`config.mk`:
```
export PLATFORM = sky130hd
export DESIGN_NAME = plm_core
export DESIGN_NICKNAME = d
export VERILOG_FILES = /design/src/verilog/plm_pkg.sv /design/src/verilog/plm_core.sv /design/src/verilog/plm_sync.sv /design/src/verilog/plm_tick.sv
export VERILOG_INCLUDE_DIRS = /design/src /design/src/verilog
export SDC_FILE = /design/constraint.sdc
export NUM_CORES = 1
export LEC_CHECK = 0
export ABC_AREA = 1
export BUFFER_PORTS_ARGS = -buffer_cell sky130_fd_sc_hd__buf_2
export CORE_MARGIN = 3
export CORE_UTILIZATION = 50
export DETAILED_ROUTE_END_ITERATION = 12
export MAX_ROUTING_LAYER = met4
export PLACE_DENSITY = 0.67
export SLEW_MARGIN = 10
export SYNTH_ARGS = -nofsm -noshare
export SYNTH_HDL_FRONTEND = slang
export SYNTH_SLANG_ARGS = --single-unit
```
`constraint.sdc`:
```
create_clock -name mclk -period 3.9 [get_ports mclk]
set_input_delay 0.78 -clock mclk [delete_from_list [all_inputs] [get_ports mclk]]
set_output_delay 0.78 -clock mclk [all_outputs]
set_load 0.01 [all_outputs]
```
`src/verilog/plm_defines.svh`:
```
// constants for the process loop mode control block
`ifndef PLM_DEFINES_SVH
`define PLM_DEFINES_SVH

`define PLM_ADDR_W        4
`define PLM_REG_CTRL      4'h0
`define PLM_REG_PRESET    4'h1
`define PLM_REG_DEADBAND  4'h2
`define PLM_REG_STEP      4'h3
`define PLM_REG_SP0       4'h4
`define PLM_REG_STATUS    4'h8
`define PLM_REG_DIAG      4'h9

`define PLM_CTRL_HC       0
`define PLM_CTRL_PP       1
`define PLM_CTRL_FIT      2
`define PLM_CTRL_IDX_LO   4

`define PLM_OUT_MAX       11'sh3e8
`define PLM_OUT_MIN       11'sh000
`define PLM_PRESET_RST    10'h000
`define PLM_BAND_RST      11'sh000
`define PLM_STEP_RST      8'h01
`define PLM_SP_RST        16'h0000

`define PLM_CLK_KHZ       100000
`define PLM_REPEAT_MS     100
`define PLM_BLINK_MS      500

`define PLM_IN_RUN        0
`define PLM_IN_MFORCE     1
`define PLM_IN_MLEVEL     2
`define PLM_IN_RFORCE     3
`define PLM_IN_MKEY       4
`define PLM_IN_UP         5
`define PLM_IN_DN         6
`define PLM_IN_RLKEY      7
`define PLM_IN_W          8

`define PLM_FAULT_RAM     2'h0
`define PLM_FAULT_ROM     2'h1
`define PLM_FAULT_SYS     2'h2

`endif

```
`src/verilog/plm_pkg.sv`:
```
// types shared by the process loop mode control block
package plm_pkg;
  typedef enum logic [1:0] {
    plm_fk_none,
    plm_fk_sys,
    plm_fk_param
  } plm_fault_type;
endpackage

```
`src/verilog/plm_core.sv`:
```
// run/stop, auto/manual, heat/cool split, remote/local and power-on fault handling
`timescale 1ns/100ps
`include "plm_defines.svh"
module plm_core #(
  parameter int REPEAT_CYC = `PLM_REPEAT_MS * `PLM_CLK_KHZ,
  parameter int BLINK_CYC  = `PLM_BLINK_MS * `PLM_CLK_KHZ
) (
  input  wire logic                    mclk,
  input  wire logic                    rst_n,
  input  wire logic [`PLM_ADDR_W-1:0]  addr,
  input  wire logic [15:0]             wdata,
  input  wire logic                    wr,
  input  wire logic                    rd,
  output logic      [15:0]             rdata,
  input  wire logic                    run_stop_contact,
  input  wire logic                    mode_force_contact,
  input  wire logic                    mode_level_contact,
  input  wire logic                    remote_force_contact,
  input  wire logic                    mode_toggle_key,
  input  wire logic                    up_key,
  input  wire logic                    down_key,
  input  wire logic                    remote_toggle_key,
  input  wire logic [15:0]             measured_process_value,
  input  wire logic [15:0]             remote_setpoint_in,
  input  wire logic signed [10:0]      auto_mv,
  input  wire logic                    alarm_condition,
  input  wire logic                    selfcheck_valid,
  input  wire logic                    selfcheck_ram_fail,
  input  wire logic                    selfcheck_rom_fail,
  input  wire logic                    selfcheck_sys_fail,
  input  wire logic                    selfcheck_cal_fail,
  input  wire logic [6:0]              selfcheck_param_flags,
  output logic      [9:0]              control_out,
  output logic      [9:0]              heat_out,
  output logic      [9:0]              cool_out,
  output logic                         actuator_open,
  output logic                         actuator_close,
  output logic                         alarm_out,
  output logic      [15:0]             pv_display,
  output logic                         pv_point_on,
  output logic      [15:0]             target_setpoint,
  output logic      [1:0]              pid_group,
  output logic                         running,
  output logic                         manual_operation,
  output logic                         remote_setpoint_mode,
  output logic                         comm_enable,
  output plm_pkg::plm_fault_type       fault_kind,
  output logic      [3:0]              fault_tens,
  output logic      [3:0]              fault_ones
);
  import plm_pkg::*;

  logic [`PLM_IN_W-1:0] pin_s;
  logic [`PLM_IN_W-1:0] pin_d_r;
  logic                 toggle_edge;
  logic                 rl_key_edge;
  logic                 up_s;
  logic                 dn_s;
  logic                 step_tick;
  logic                 blink_tick;
  logic                 blink_r;

  logic                 hc_en_r;
  logic                 pp_en_r;
  logic                 fitted_r;
  logic [1:0]           sp_idx_r;
  logic [9:0]           preset_r;
  logic signed [10:0]   band_r;
  logic [7:0]           step_r;
  logic [15:0]          local_sp_r [4];

  logic                 mem_fault_r;
  logic                 cal_fault_r;
  logic [1:0]           mem_code_r;
  logic [6:0]           param_flags_r;
  logic                 force_min;

  logic signed [10:0]   mv_r;
  logic signed [10:0]   mv_lo;
  logic signed [11:0]   mv_step;
  logic signed [11:0]   overlap;
  logic                 adjusting;

  // lower bound of the manipulated value: heat/cool spans both signs
  function automatic logic signed [10:0] clamp_mv(input logic signed [11:0] v,
                                                   input logic signed [10:0] lo);
    if (v > 12'(`PLM_OUT_MAX)) begin
      return `PLM_OUT_MAX;
    end else if (v < 12'(lo)) begin
      return lo;
    end else begin
      return v[10:0];
    end
  endfunction

  function automatic logic [9:0] to_out(input logic signed [11:0] v);
    logic signed [11:0] c;
    c = v;
    if (c < 12'sh000) begin
      c = 12'sh000;
    end else if (c > 12'(`PLM_OUT_MAX)) begin
      c = 12'(`PLM_OUT_MAX);
    end
    return c[9:0];
  endfunction

  plm_sync #(
    .W (`PLM_IN_W)
  ) u_sync (
    .mclk  (mclk),
    .rst_n (rst_n),
    .din   ({remote_toggle_key, down_key, up_key, mode_toggle_key,
             remote_force_contact, mode_level_contact, mode_force_contact,
             run_stop_contact}),
    .dout  (pin_s)
  );

  always_ff @(posedge mclk) begin
    if (!rst_n) begin
      pin_d_r <= '0;
    end else begin
      pin_d_r <= pin_s;
    end
  end

  assign toggle_edge = pin_s[`PLM_IN_MKEY] & ~pin_d_r[`PLM_IN_MKEY];
  assign rl_key_edge = pin_s[`PLM_IN_RLKEY] & ~pin_d_r[`PLM_IN_RLKEY];
  // both keys at once is treated as neither
  assign up_s        = pin_s[`PLM_IN_UP] & ~pin_s[`PLM_IN_DN];
  assign dn_s        = pin_s[`PLM_IN_DN] & ~pin_s[`PLM_IN_UP];
  assign adjusting   = manual_operation & running & ~force_min & (up_s | dn_s);

  plm_tick #(
    .PERIOD (REPEAT_CYC)
  ) u_repeat (
    .mclk  (mclk),
    .rst_n (rst_n),
    .en    (adjusting),
    .tick  (step_tick)
  );

  plm_tick #(
    .PERIOD (BLINK_CYC)
  ) u_blink (
    .mclk  (mclk),
    .rst_n (rst_n),
    .en    (cal_fault_r),
    .tick  (blink_tick)
  );

  // register writes
  always_ff @(posedge mclk) begin
    if (!rst_n) begin
      hc_en_r  <= 1'b0;
      pp_en_r  <= 1'b0;
      fitted_r <= 1'b0;
      sp_idx_r <= 2'h0;
      preset_r <= `PLM_PRESET_RST;
      band_r   <= `PLM_BAND_RST;
      step_r   <= `PLM_STEP_RST;
      for (int i = 0; i < 4; i++) begin
        local_sp_r[i] <= `PLM_SP_RST;
      end
    end else if (wr) begin
      if (addr == `PLM_REG_CTRL) begin
        hc_en_r  <= wdata[`PLM_CTRL_HC];
        pp_en_r  <= wdata[`PLM_CTRL_PP];
        fitted_r <= wdata[`PLM_CTRL_FIT];
        sp_idx_r <= wdata[`PLM_CTRL_IDX_LO +: 2];
      end else if (addr == `PLM_REG_PRESET) begin
        preset_r <= wdata[9:0];
      end else if (addr == `PLM_REG_DEADBAND) begin
        band_r <= wdata[10:0];
      end else if (addr == `PLM_REG_STEP) begin
        step_r <= wdata[7:0];
      end else if (addr[3:2] == `PLM_REG_SP0 >> 2) begin
        local_sp_r[addr[1:0]] <= wdata;
      end
    end
  end

  // register reads, data in the following cycle only
  always_ff @(posedge mclk) begin
    if (!rst_n || !rd) begin
      rdata <= 16'h0000;
    end else if (addr == `PLM_REG_CTRL) begin
      rdata <= {10'h000, sp_idx_r, 1'b0, fitted_r, pp_en_r, hc_en_r};
    end else if (addr == `PLM_REG_PRESET) begin
      rdata <= {6'h00, preset_r};
    end else if (addr == `PLM_REG_DEADBAND) begin
      rdata <= {{5{band_r[10]}}, band_r};
    end else if (addr == `PLM_REG_STEP) begin
      rdata <= {8'h00, step_r};
    end else if (addr[3:2] == `PLM_REG_SP0 >> 2) begin
      rdata <= local_sp_r[addr[1:0]];
    end else if (addr == `PLM_REG_STATUS) begin
      rdata <= {mv_r[10], 10'h000, ~mv_r[10], remote_setpoint_mode,
                manual_operation, running, comm_enable};
    end else if (addr == `PLM_REG_DIAG) begin
      rdata <= {5'h00, mem_code_r, mem_fault_r, cal_fault_r, param_flags_r};
    end else begin
      rdata <= 16'h0000;
    end
  end

  // power-on diagnosis result, latched each time the self-check reports
  always_ff @(posedge mclk) begin
    if (!rst_n) begin
      mem_fault_r   <= 1'b0;
      cal_fault_r   <= 1'b0;
      mem_code_r    <= `PLM_FAULT_RAM;
      param_flags_r <= 7'h00;
    end else if (selfcheck_valid) begin
      mem_fault_r   <= selfcheck_ram_fail | selfcheck_rom_fail | selfcheck_sys_fail;
      cal_fault_r   <= selfcheck_cal_fail;
      param_flags_r <= selfcheck_param_flags;
      if (selfcheck_ram_fail) begin
        mem_code_r <= `PLM_FAULT_RAM;
      end else if (selfcheck_rom_fail) begin
        mem_code_r <= `PLM_FAULT_ROM;
      end else begin
        mem_code_r <= `PLM_FAULT_SYS;
      end
    end
  end

  assign force_min = mem_fault_r | (|param_flags_r);

  // fault display: memory faults win over parameter faults
  always_ff @(posedge mclk) begin
    if (!rst_n) begin
      fault_kind  <= plm_fk_none;
      fault_tens  <= 4'h0;
      fault_ones  <= 4'h0;
      comm_enable <= 1'b1;
    end else begin
      comm_enable <= ~mem_fault_r;
      if (mem_fault_r) begin
        fault_kind <= plm_fk_sys;
        fault_tens <= 4'h0;
        fault_ones <= {2'h0, mem_code_r};
      end else if (|param_flags_r) begin
        // flags above 99 show a tens digit of 10 to 12
        fault_kind <= plm_fk_param;
        fault_tens <= 4'(param_flags_r / 7'd10);
        fault_ones <= 4'(param_flags_r % 7'd10);
      end else begin
        fault_kind <= plm_fk_none;
        fault_tens <= 4'h0;
        fault_ones <= 4'h0;
      end
    end
  end

  always_ff @(posedge mclk) begin
    if (!rst_n || !cal_fault_r) begin
      blink_r <= 1'b0;
    end else if (blink_tick) begin
      blink_r <= ~blink_r;
    end
  end

  // display and alarm stay live in stop
  always_ff @(posedge mclk) begin
    if (!rst_n) begin
      pv_display  <= 16'h0000;
      pv_point_on <= 1'b1;
      alarm_out   <= 1'b0;
    end else begin
      pv_display  <= measured_process_value;
      pv_point_on <= ~blink_r;
      alarm_out   <= alarm_condition & ~mem_fault_r;
    end
  end

  always_ff @(posedge mclk) begin
    if (!rst_n) begin
      running <= 1'b0;
    end else begin
      running <= pin_s[`PLM_IN_RUN];
    end
  end

  always_ff @(posedge mclk) begin
    if (!rst_n) begin
      manual_operation <= 1'b0;
    end else if (pin_s[`PLM_IN_MFORCE]) begin
      manual_operation <= pin_s[`PLM_IN_MLEVEL];
    end else if (toggle_edge) begin
      manual_operation <= ~manual_operation;
    end
  end

  always_ff @(posedge mclk) begin
    if (!rst_n || !fitted_r) begin
      remote_setpoint_mode <= 1'b0;
    end else if (pin_s[`PLM_IN_RFORCE]) begin
      remote_setpoint_mode <= 1'b1;
    end else if (rl_key_edge) begin
      remote_setpoint_mode <= ~remote_setpoint_mode;
    end
  end

  always_ff @(posedge mclk) begin
    if (!rst_n) begin
      target_setpoint <= `PLM_SP_RST;
      pid_group       <= 2'h0;
    end else begin
      target_setpoint <= remote_setpoint_mode ? remote_setpoint_in
                                              : local_sp_r[sp_idx_r];
      pid_group       <= sp_idx_r;
    end
  end

  // manipulated value: tracks auto for a bumpless switch, stepped in manual
  assign mv_lo   = hc_en_r ? -`PLM_OUT_MAX : `PLM_OUT_MIN;
  assign mv_step = dn_s ? 12'(mv_r) - 12'(step_r) : 12'(mv_r) + 12'(step_r);
  assign overlap = hc_en_r && band_r < 11'sh000 ? -(12'(band_r) <<< 1) : 12'sh000;

  always_ff @(posedge mclk) begin
    if (!rst_n) begin
      mv_r <= `PLM_OUT_MIN;
    end else if (!manual_operation) begin
      mv_r <= clamp_mv(12'(auto_mv), mv_lo);
    end else if (step_tick && adjusting && !pp_en_r) begin
      mv_r <= clamp_mv(mv_step, mv_lo);
    end
  end

  // output stage; stop preset overrides manual steps, memory and parameter faults override all
  always_ff @(posedge mclk) begin
    if (!rst_n) begin
      control_out <= 10'h000;
      heat_out    <= 10'h000;
      cool_out    <= 10'h000;
    end else if (force_min) begin
      control_out <= 10'h000;
      heat_out    <= 10'h000;
      cool_out    <= 10'h000;
    end else if (!running) begin
      control_out <= preset_r;
      heat_out    <= preset_r;
      cool_out    <= 10'h000;
    end else if (!hc_en_r) begin
      control_out <= to_out(12'(mv_r));
      heat_out    <= 10'h000;
      cool_out    <= 10'h000;
    end else if (overlap == 12'sh000) begin
      // positive band: sign of the value picks the side, both zero at zero
      control_out <= to_out(12'(mv_r));
      heat_out    <= to_out(12'(mv_r));
      cool_out    <= to_out(-12'(mv_r));
    end else begin
      // negative band: cooling rises as heating falls under the overlap
      control_out <= to_out(12'(mv_r));
      heat_out    <= to_out(12'(mv_r));
      cool_out    <= to_out(overlap - 12'(mv_r));
    end
  end

  always_ff @(posedge mclk) begin
    if (!rst_n) begin
      actuator_open  <= 1'b0;
      actuator_close <= 1'b0;
    end else begin
      actuator_open  <= pp_en_r & adjusting & up_s;
      actuator_close <= pp_en_r & adjusting & dn_s;
    end
  end
endmodule

```
`src/verilog/plm_sync.sv`:
```
// three-stage synchroniser; a change counts once stages two and three agree
`timescale 1ns/100ps
module plm_sync #(
  parameter int W = 1
) (
  input  wire logic         mclk,
  input  wire logic         rst_n,
  input  wire logic [W-1:0] din,
  output logic      [W-1:0] dout
);
  logic [W-1:0] s1_r;
  logic [W-1:0] s2_r;
  logic [W-1:0] s3_r;

  always_ff @(posedge mclk) begin
    if (!rst_n) begin
      s1_r <= '0;
      s2_r <= '0;
      s3_r <= '0;
    end else begin
      s1_r <= din;
      s2_r <= s1_r;
      s3_r <= s2_r;
    end
  end

  // per bit: a glitch seen by only one stage is not passed on
  always_ff @(posedge mclk) begin
    if (!rst_n) begin
      dout <= '0;
    end else begin
      for (int i = 0; i < W; i++) begin
        if (s2_r[i] == s3_r[i]) begin
          dout[i] <= s3_r[i];
        end
      end
    end
  end
endmodule

```
`src/verilog/plm_tick.sv`:
```
// periodic tick generator, first tick in the cycle after the first enabled cycle
`timescale 1ns/100ps
module plm_tick #(
  parameter int PERIOD = 10
) (
  input  wire logic mclk,
  input  wire logic rst_n,
  input  wire logic en,
  output logic      tick
);
  logic [31:0] cnt_r;

  always_ff @(posedge mclk) begin
    if (!rst_n || !en) begin
      cnt_r <= 32'h0;
      tick  <= 1'b0;
    end else begin
      tick  <= (cnt_r == 32'h0);
      cnt_r <= (cnt_r == 32'(PERIOD - 1)) ? 32'h0 : cnt_r + 32'h1;
    end
  end
endmodule

```
Yosys cells after proc, flatten, opt, wreduce, memory -nomap -nowiden
Memories as Yosys holds them, arrays and structs flattened. A register that Yosys moved wholly into a read port is not among the register bits.
Index checks and enable logic that the tools add are counted.

word-level totals
  bits in registers = 261
  bits in writable memories = 64
  input bits = 88
  memories = 1

memory list
  name        depth  bits a word  rd ports  clocked after memory_dff  wr ports  RTL line        RTL
  local_sp_r  4      16           2         1                         4         plm_core.sv:70  logic [15:0] local_sp_r [4];

operators by class
  $add $sub $neg = 7
  div/mod/pow operators = 2
  order comparisons = 11
  eq/ne operators = 17
  mux-type cells = 51
  bitwise logic cells = 32
  reductions and logical operators = 33

operators with widths
  operator                                                          count
  2-to-1 mux 10 bit                                                 11
  2-to-1 mux 16 bit                                                 6
  2-to-1 mux 11 bit                                                 8
  adder 32 x 1 -> 32 bit (second input constant)                    2
  logical NOT 32 bit                                                2
  greater-than comparator 12 x 11 -> 1 bit (second input constant)  3
  == test 32 x 24 -> 1 bit (second input constant)                  1
  == test 32 x 26 -> 1 bit (second input constant)                  1
  < comparator 12 x 1 -> 1 bit (second input constant)              2
  2-to-1 mux 12 bit                                                 2
  greater-than comparator 11 bit (second input constant)            2
  < comparator 11 x 1 -> 1 bit (second input constant)              2
  NOT 1 bit                                                         17
  2-to-1 mux 2 bit                                                  8
  OR reduction 16 bit                                               1
  2-to-1 mux 1 bit                                                  15
  adder 11 x 9 -> 12 bit                                            1
  logical NOT 12 bit                                                1
  < comparator 12 x 11 -> 1 bit                                     1
  negator 11 -> 12 bit                                              1
  negator 12 bit                                                    1
  subtractor 11 x 9 -> 12 bit                                       1
  subtractor 12 x 11 -> 12 bit                                      1
  bitwise AND 1 bit                                                 11
  24 further kinds                                                  52

Longest topological paths before layout
  word-level depth = 11
  depth in mapped cells = 29
  depth with buffers taken out = 29

Hierarchy
A second synthesis with hierarchy kept.

unflattened totals
  cells, all modules = 2296
  area, all modules = 16493.3 um^2

modules (own cells, without submodules)
  module               instances  cells each  area an instance (um^2)
  plm_core             1          1529        11481.0
  plm_tick (u_blink)   1          344         2097.0
  plm_tick (u_repeat)  1          316         1935.6
  plm_sync             1          107         979.7

Worst setup path before layout
OpenSTA, ideal clock, no wires.

  path type = reg2reg
  start = reg u_sync.dout[5]
  end = reg mv_r[0]
  library setup time = 0.070 ns
  arrival time = 3.472 ns
  required time = 3.830 ns
  path slack = 0.358 ns
  stages on the path, launching flop included = 26
  buffers on the path = 2
  clock period less this slack = 3.542 ns
  cells stage by stage = dfxtp_1 -> inv_1 -> ha_1 -> clkbuf_1 -> inv_1 -> nand2_1 -> xnor2_1 -> inv_1 -> ha_1 -> inv_1 -> o21ai_0 -> nor2_1 -> nand2_1 -> nand3_1 -> nand2_1 -> a31oi_1 -> xor2_1 -> inv_1 -> ha_1 -> a21oi_1 -> or2_2 -> buf_1 -> nand2_1 -> nor2_1 -> nand2_1 -> a21oi_1

between the ends
  longest elaborated chain between the ends = 8

RTL lines
  what                              RTL line         RTL
  start: declaration                plm_sync.sv:9    output logic [W-1:0] dout
  start signal: indexed assignment  plm_sync.sv:34   dout[i] <= s3_r[i];
  NOT 1 bit                         plm_core.sv:130  assign dn_s = pin_s[`PLM_IN_DN] & ~pin_s[`PLM_IN_UP];
  bitwise AND 1 bit                 plm_core.sv:130
  2-to-1 mux 12 bit                 plm_core.sv:317  assign mv_step = dn_s ? 12'(mv_r) - 12'(step_r) : 12'(mv_r) + 12'(step_r);
  < comparator 12 x 11 -> 1 bit     plm_core.sv:89   end else if (v < 12'(lo)) begin
  2-to-1 mux 11 bit                 plm_core.sv:89
  2-to-1 mux 11 bit                 plm_core.sv:87   if (v > 12'(`PLM_OUT_MAX)) begin
  2-to-1 mux 11 bit                 plm_core.sv:325  end else if (step_tick && adjusting && !pp_en_r) begin
  2-to-1 mux 11 bit                 plm_core.sv:323  end else if (!manual_operation) begin
  end signal: assignment            plm_core.sv:322  mv_r <= `PLM_OUT_MIN;
  end signal: assignment            plm_core.sv:324  mv_r <= clamp_mv(12'(auto_mv), mv_lo);
  end signal: assignment            plm_core.sv:326  mv_r <= clamp_mv(mv_step, mv_lo);
  end: declaration                  plm_core.sv:78   logic signed [10:0] mv_r;

Several ways; a longest one is shown, not always the timed one. The select of a mux whose other input is x is not followed.
A chain may end at the register's enable or synchronous reset.

Worst setup path in the final report
  start = reg step_r[1]
  end = reg mv_r[9]

between the ends
  longest elaborated chain between the ends = 7

RTL lines
  what                                                                   RTL line         RTL
  start: declaration                                                     plm_core.sv:69   logic [7:0] step_r;
  start signal: assignment                                               plm_core.sv:160  step_r <= `PLM_STEP_RST;
  start signal: assignment                                               plm_core.sv:175  step_r <= wdata[7:0];
  adder 11 x 9 -> 12 bit or subtractor 11 x 9 -> 12 bit (tied branches)  plm_core.sv:317
  2-to-1 mux 12 bit *                                                    plm_core.sv:317
  < comparator 12 x 11 -> 1 bit                                          plm_core.sv:89
  2-to-1 mux 11 bit                                                      plm_core.sv:89
  2-to-1 mux 11 bit *                                                    plm_core.sv:87
  2-to-1 mux 11 bit *                                                    plm_core.sv:325
  2-to-1 mux 11 bit *                                                    plm_core.sv:323

Every way passes the cells marked *; elsewhere a longest branch is shown, timed or not. The select of a mux whose other input is x is not followed.

==> impl.org <==
** Clock network
- Buffers inserted to repair hold after CTS numbered 0.
- CTS tree :: done
- Max Root-Sink Buffers :: 3
- The clock reaches the later pin of the worst-skew pair after 0.51 ns.
- Number of buffers inserted during clock tree synthesis :: 36
- CTS saw 321 sinks.
- In this run the clock root is driven by a clkbuf_16.
- In this run the number of H-tree levels came out at 2.
- Clock-pin slew was measured on the worst setup and hold paths at 0.06 ns.

** Final layout
- At the end of the flow, the number of nets in the layout was 2321.
- Layout cells sized above 1 :: 17.37%
- After routing the design area is 18300 sq um.
- The count of cells in the finished layout, fillers not included, comes to 2607.
- Layout overhead on the synthesized area :: 18.68%
- Fill cells :: 2689
- The repair_antennas step left the layout with diodes totalling 0.

** Detailed routing
- In this run the remaining antenna-violating nets after routing total 0.
- In the routed design, unresolved DRC markers number 0.
- Via total after detailed routing :: 14270
- Initial DRC Count :: 1466
- Using the TritonRoute via totals, the vias-per-cell ratio works out to 5.473.
- Number of search-and-repair iterations in the first detailed-routing pass :: 6
- The routed design has 43430 um of wire.
- Dividing the detail-routed wire length by the instance count gives 16.66 um.

** Critical path
- The worst setup path is launched from a flop.
- The critical path is of the flop to flop type.
- Slowest stage cell on the critical path :: dfxtp_4
- STA classifies the critical path endpoint as a flop.
- Along the worst path, the maximum fanout reaches 4.
- Crit path required time :: 4.28 ns
- For this run, the slowest stage of the critical path takes 0.36 ns.
- Worst path arrival time :: 4.12 ns

** Floorplanning
- Die X :: 181.6 um
- In this run the standard cell core region covers 30030 sq um.
- The initialized floorplan defines 63 standard-cell rows.
- Pin placement for this block handled 186 I/O pins.
- The floorplan step defined a die boundary enclosing 32970 sq um.
- Once the floorplan was initialized, standard cells occupied 51.33% of the core.
- Height of the die :: 181.6 um

** Power and ir drop
- Int Power :: 5.766 mW
- For this design the ratio of total power to cell area is 420.1 nW/um^2.
- Sequential share of power :: 46.4%
- Net switching component of the power :: 1.919 mW
- Per report_power, the clock group accounts for 42.6% of the total.
- IR Drop Worst-Case VDD :: 325.8 uV
- Combinational cells account for 11.0% of the total power.
- Leakage :: 8.244 nW
- In this run switching power makes up 24.97% of total power.

** Placed design
- Post-placement worst setup slack :: -0.02604 ns
- Routability-driven placement finished with a final weighted congestion of 0.9597.
- The HPWL after detailed placement is 31110 um.
- Once placement completed, the tool counted placed cells totaling 2536.
- In this run the cell area measured after placement is 16830 sq um.
- Port Buf Inserts :: 185

** GRT
- Wire length of the first global-routing pass :: 68400 um
- The via count of the first global-routing pass is 13430.
- Initial antenna violation count :: 0
- Remaining global-route overflow :: 0
- Largest net degree at the start of global routing :: 51
- Total Routing Usage GR :: 25.92%

** Yosys
- Counting flops with a built-in enable in the synthesized netlist gives 64.
- Register area share after synthesis :: 45.84%
- In the synthesized netlist the async set-or-reset flop fraction comes to 0%.
- Syn nets :: 2121
- Top flip-flop cell by instance count after synthesis :: dfxtp_1
- Area of the mapped netlist :: 15420 sq um
- In this run, synthesis produced a sequential element count of 321.
- Yosys Warn Count :: 0
- Each instance of the synthesized netlist takes up on average 7.735 sq um.
- Netlist cell types :: 61
- Synthesis produced a netlist whose cell count is 1993.

** Timing
- For the pin with the worst max-slew slack, the measured transition is 1.148 ns.
- Time the worst path needs with I/O delays and setup :: 3.746 ns
- Final-report hold violation count :: 0
- Final setup violation count :: 0
- Worst setup skew after layout :: 0.01989 ns
- Post-route clock period utilization :: 96.05%
- Relative slew slack :: 23.39%
- Hold is met by 0.4086 ns.
- Worst setup margin :: 0.1539 ns
- Final Max Slew Viols :: 0
- Setup total negative slack on the finished layout was measured at 0 ns.
- Highest clock rate :: 266.9 MHz

** Job
- Total of max-cap violations :: 0

** Worst hold path
- Hold/Removal Path Class :: flop to flop

** Status
- Status :: finished, final reports clean
## routing by layer
metal	share of wire [%]	wire, um	GRT usage [%]	vias to the layer above
met3	8.4	3640	3.826	102
li1	-	-	-	6982
met4	3.0	1301	7.160	0
met1	43	18720	34.69	6578
met2	46	19760	41.30	605
met5	0	0	-	-
## logic make-up after synthesis
logic type / share of synthesized area, %
compound gates: 15.15
xor+xnor: 2.386
fa+ha+maj: 3.344
buf+inv: 8.993
flops: 45.84
mux: 0.3247
simple gates: 23.97
## critical path: cells and delay by family, from the launching register on
kind	cells	cell delay [ns]
and+or+nand+nor	15	1.41
AOI/OAI and AO/OA	3	0.30
adders and majority gates	3	0.65
buffers and inverters	7	0.59
DFF	1	0.36
xor gates and xnor gates	2	0.31
## cell usage in the layout, fill, tap and decap left out, types with 28 or more instances in the layout
master	count
nand2_1	337
inv_1	295
dfxtp_1	252
nor2_1	217
buf_2	184
a21oi_1	153
o21ai_0	136
nand3_1	92
edfxtp_1	64
clkbuf_16	37
nor3_1	34
buf_4	34
xor2_1	30
nand4_1	30
ha_1	28
## path summary, 6_finish.rpt
check | cells after the start | startpoint | slack (ns) | endpoint
worst max-delay path | 30 | step_r[1] | 0.15 | mv_r[9]
worst max register to register | 30 | step_r[1] | 0.15 | mv_r[9]
worst min-delay path | 1 | blink_r | 0.41 | pv_point_on
worst min register to register | 1 | blink_r | 0.41 | pv_point_on
## flip-flops by register name, summed over array words and instances (netlist names), 10 cells and up, named ones only
signal / count
local_sp_r: 64
rdata: 16
pv_display: 16
u_repeat.cnt_r: 32
heat_out: 10
u_blink.cnt_r: 32
control_out: 10
mv_r: 11
target_setpoint: 16
cool_out: 10
preset_r: 10
band_r: 11
## power groups by stage
stage | combinational, mW | sequential [mW] | clock [mW]
after global placement | 0.764 | 3.63 | 0
after global routing | 0.938 | 3.58 | 3.48
after CTS | 0.784 | 3.57 | 3.34
after floorplan | 0.487 | 3.63 | 0
after detailed placement | 0.774 | 3.64 | 0
final | 0.842 | 3.57 | 3.27
## synthesized netlist by cell type, drive strengths merged, types with 3 or more instances
cell type    n  share of area (%)
o21bai       4               0.19
nor3b        3               0.15
a31oi        7               0.28
nand3b       4               0.28
o21a         6               0.29
a22oi       20               0.97
edfxtp      64                 12
o32ai        9               0.51
inv        308                7.5
dfxtp      257                 33
o31ai        8               0.42
nor4        21                1.1
o211ai       7               0.34
nand4       33                1.6
xnor2       12               0.68
o2111ai      3               0.17
o221ai       6               0.34
o21ai      151                5.0
o22ai       13               0.53
a221oi       3               0.17
and3         3               0.13
nand3      103                3.7
a21oi      160                5.2
xor2        30                1.7
ha          38                3.1
a211oi       5               0.24
clkbuf      52                1.3
nor2       239                6.4
or2          5               0.20
or3          3               0.13
nor3        44                1.7
buf          8               0.20
nand2      347                8.5
mux2i        5               0.32
## through the flow
step                util [%]  power (mW)
CTS                    59.94       7.691
floorplan                  -       4.120
global placement       56.06       4.397
finish                 60.92       7.686
detailed placement     56.06       4.411
global route           60.92       7.996
## repair_timing
| action | CTS | global route |
|---|---|---|
| pin swaps | 1 | 16 |
| gates cloned | 1 | 0 |
| setup endpoints to repair | 5 | 11 |
| setup buffers | 1 | 7 |
| resized for setup | 1 | 61 |
## layout make-up
type / instances / area (sq um) / share of cell area, %
Tap cell: 390 / 488.0 / 2.667
Clock buffer: 56 / 1081 / 5.909
Inverter: 309 / 1162 / 6.353
Multi-Input combinational cell: 1304 / 7199 / 39.35
Timing Repair Buffer: 221 / 1219 / 6.661
Clock inverter: 6 / 68.82 / 0.3761
Sequential cell: 321 / 7078 / 38.69
(Power assumes the default switching activity.)
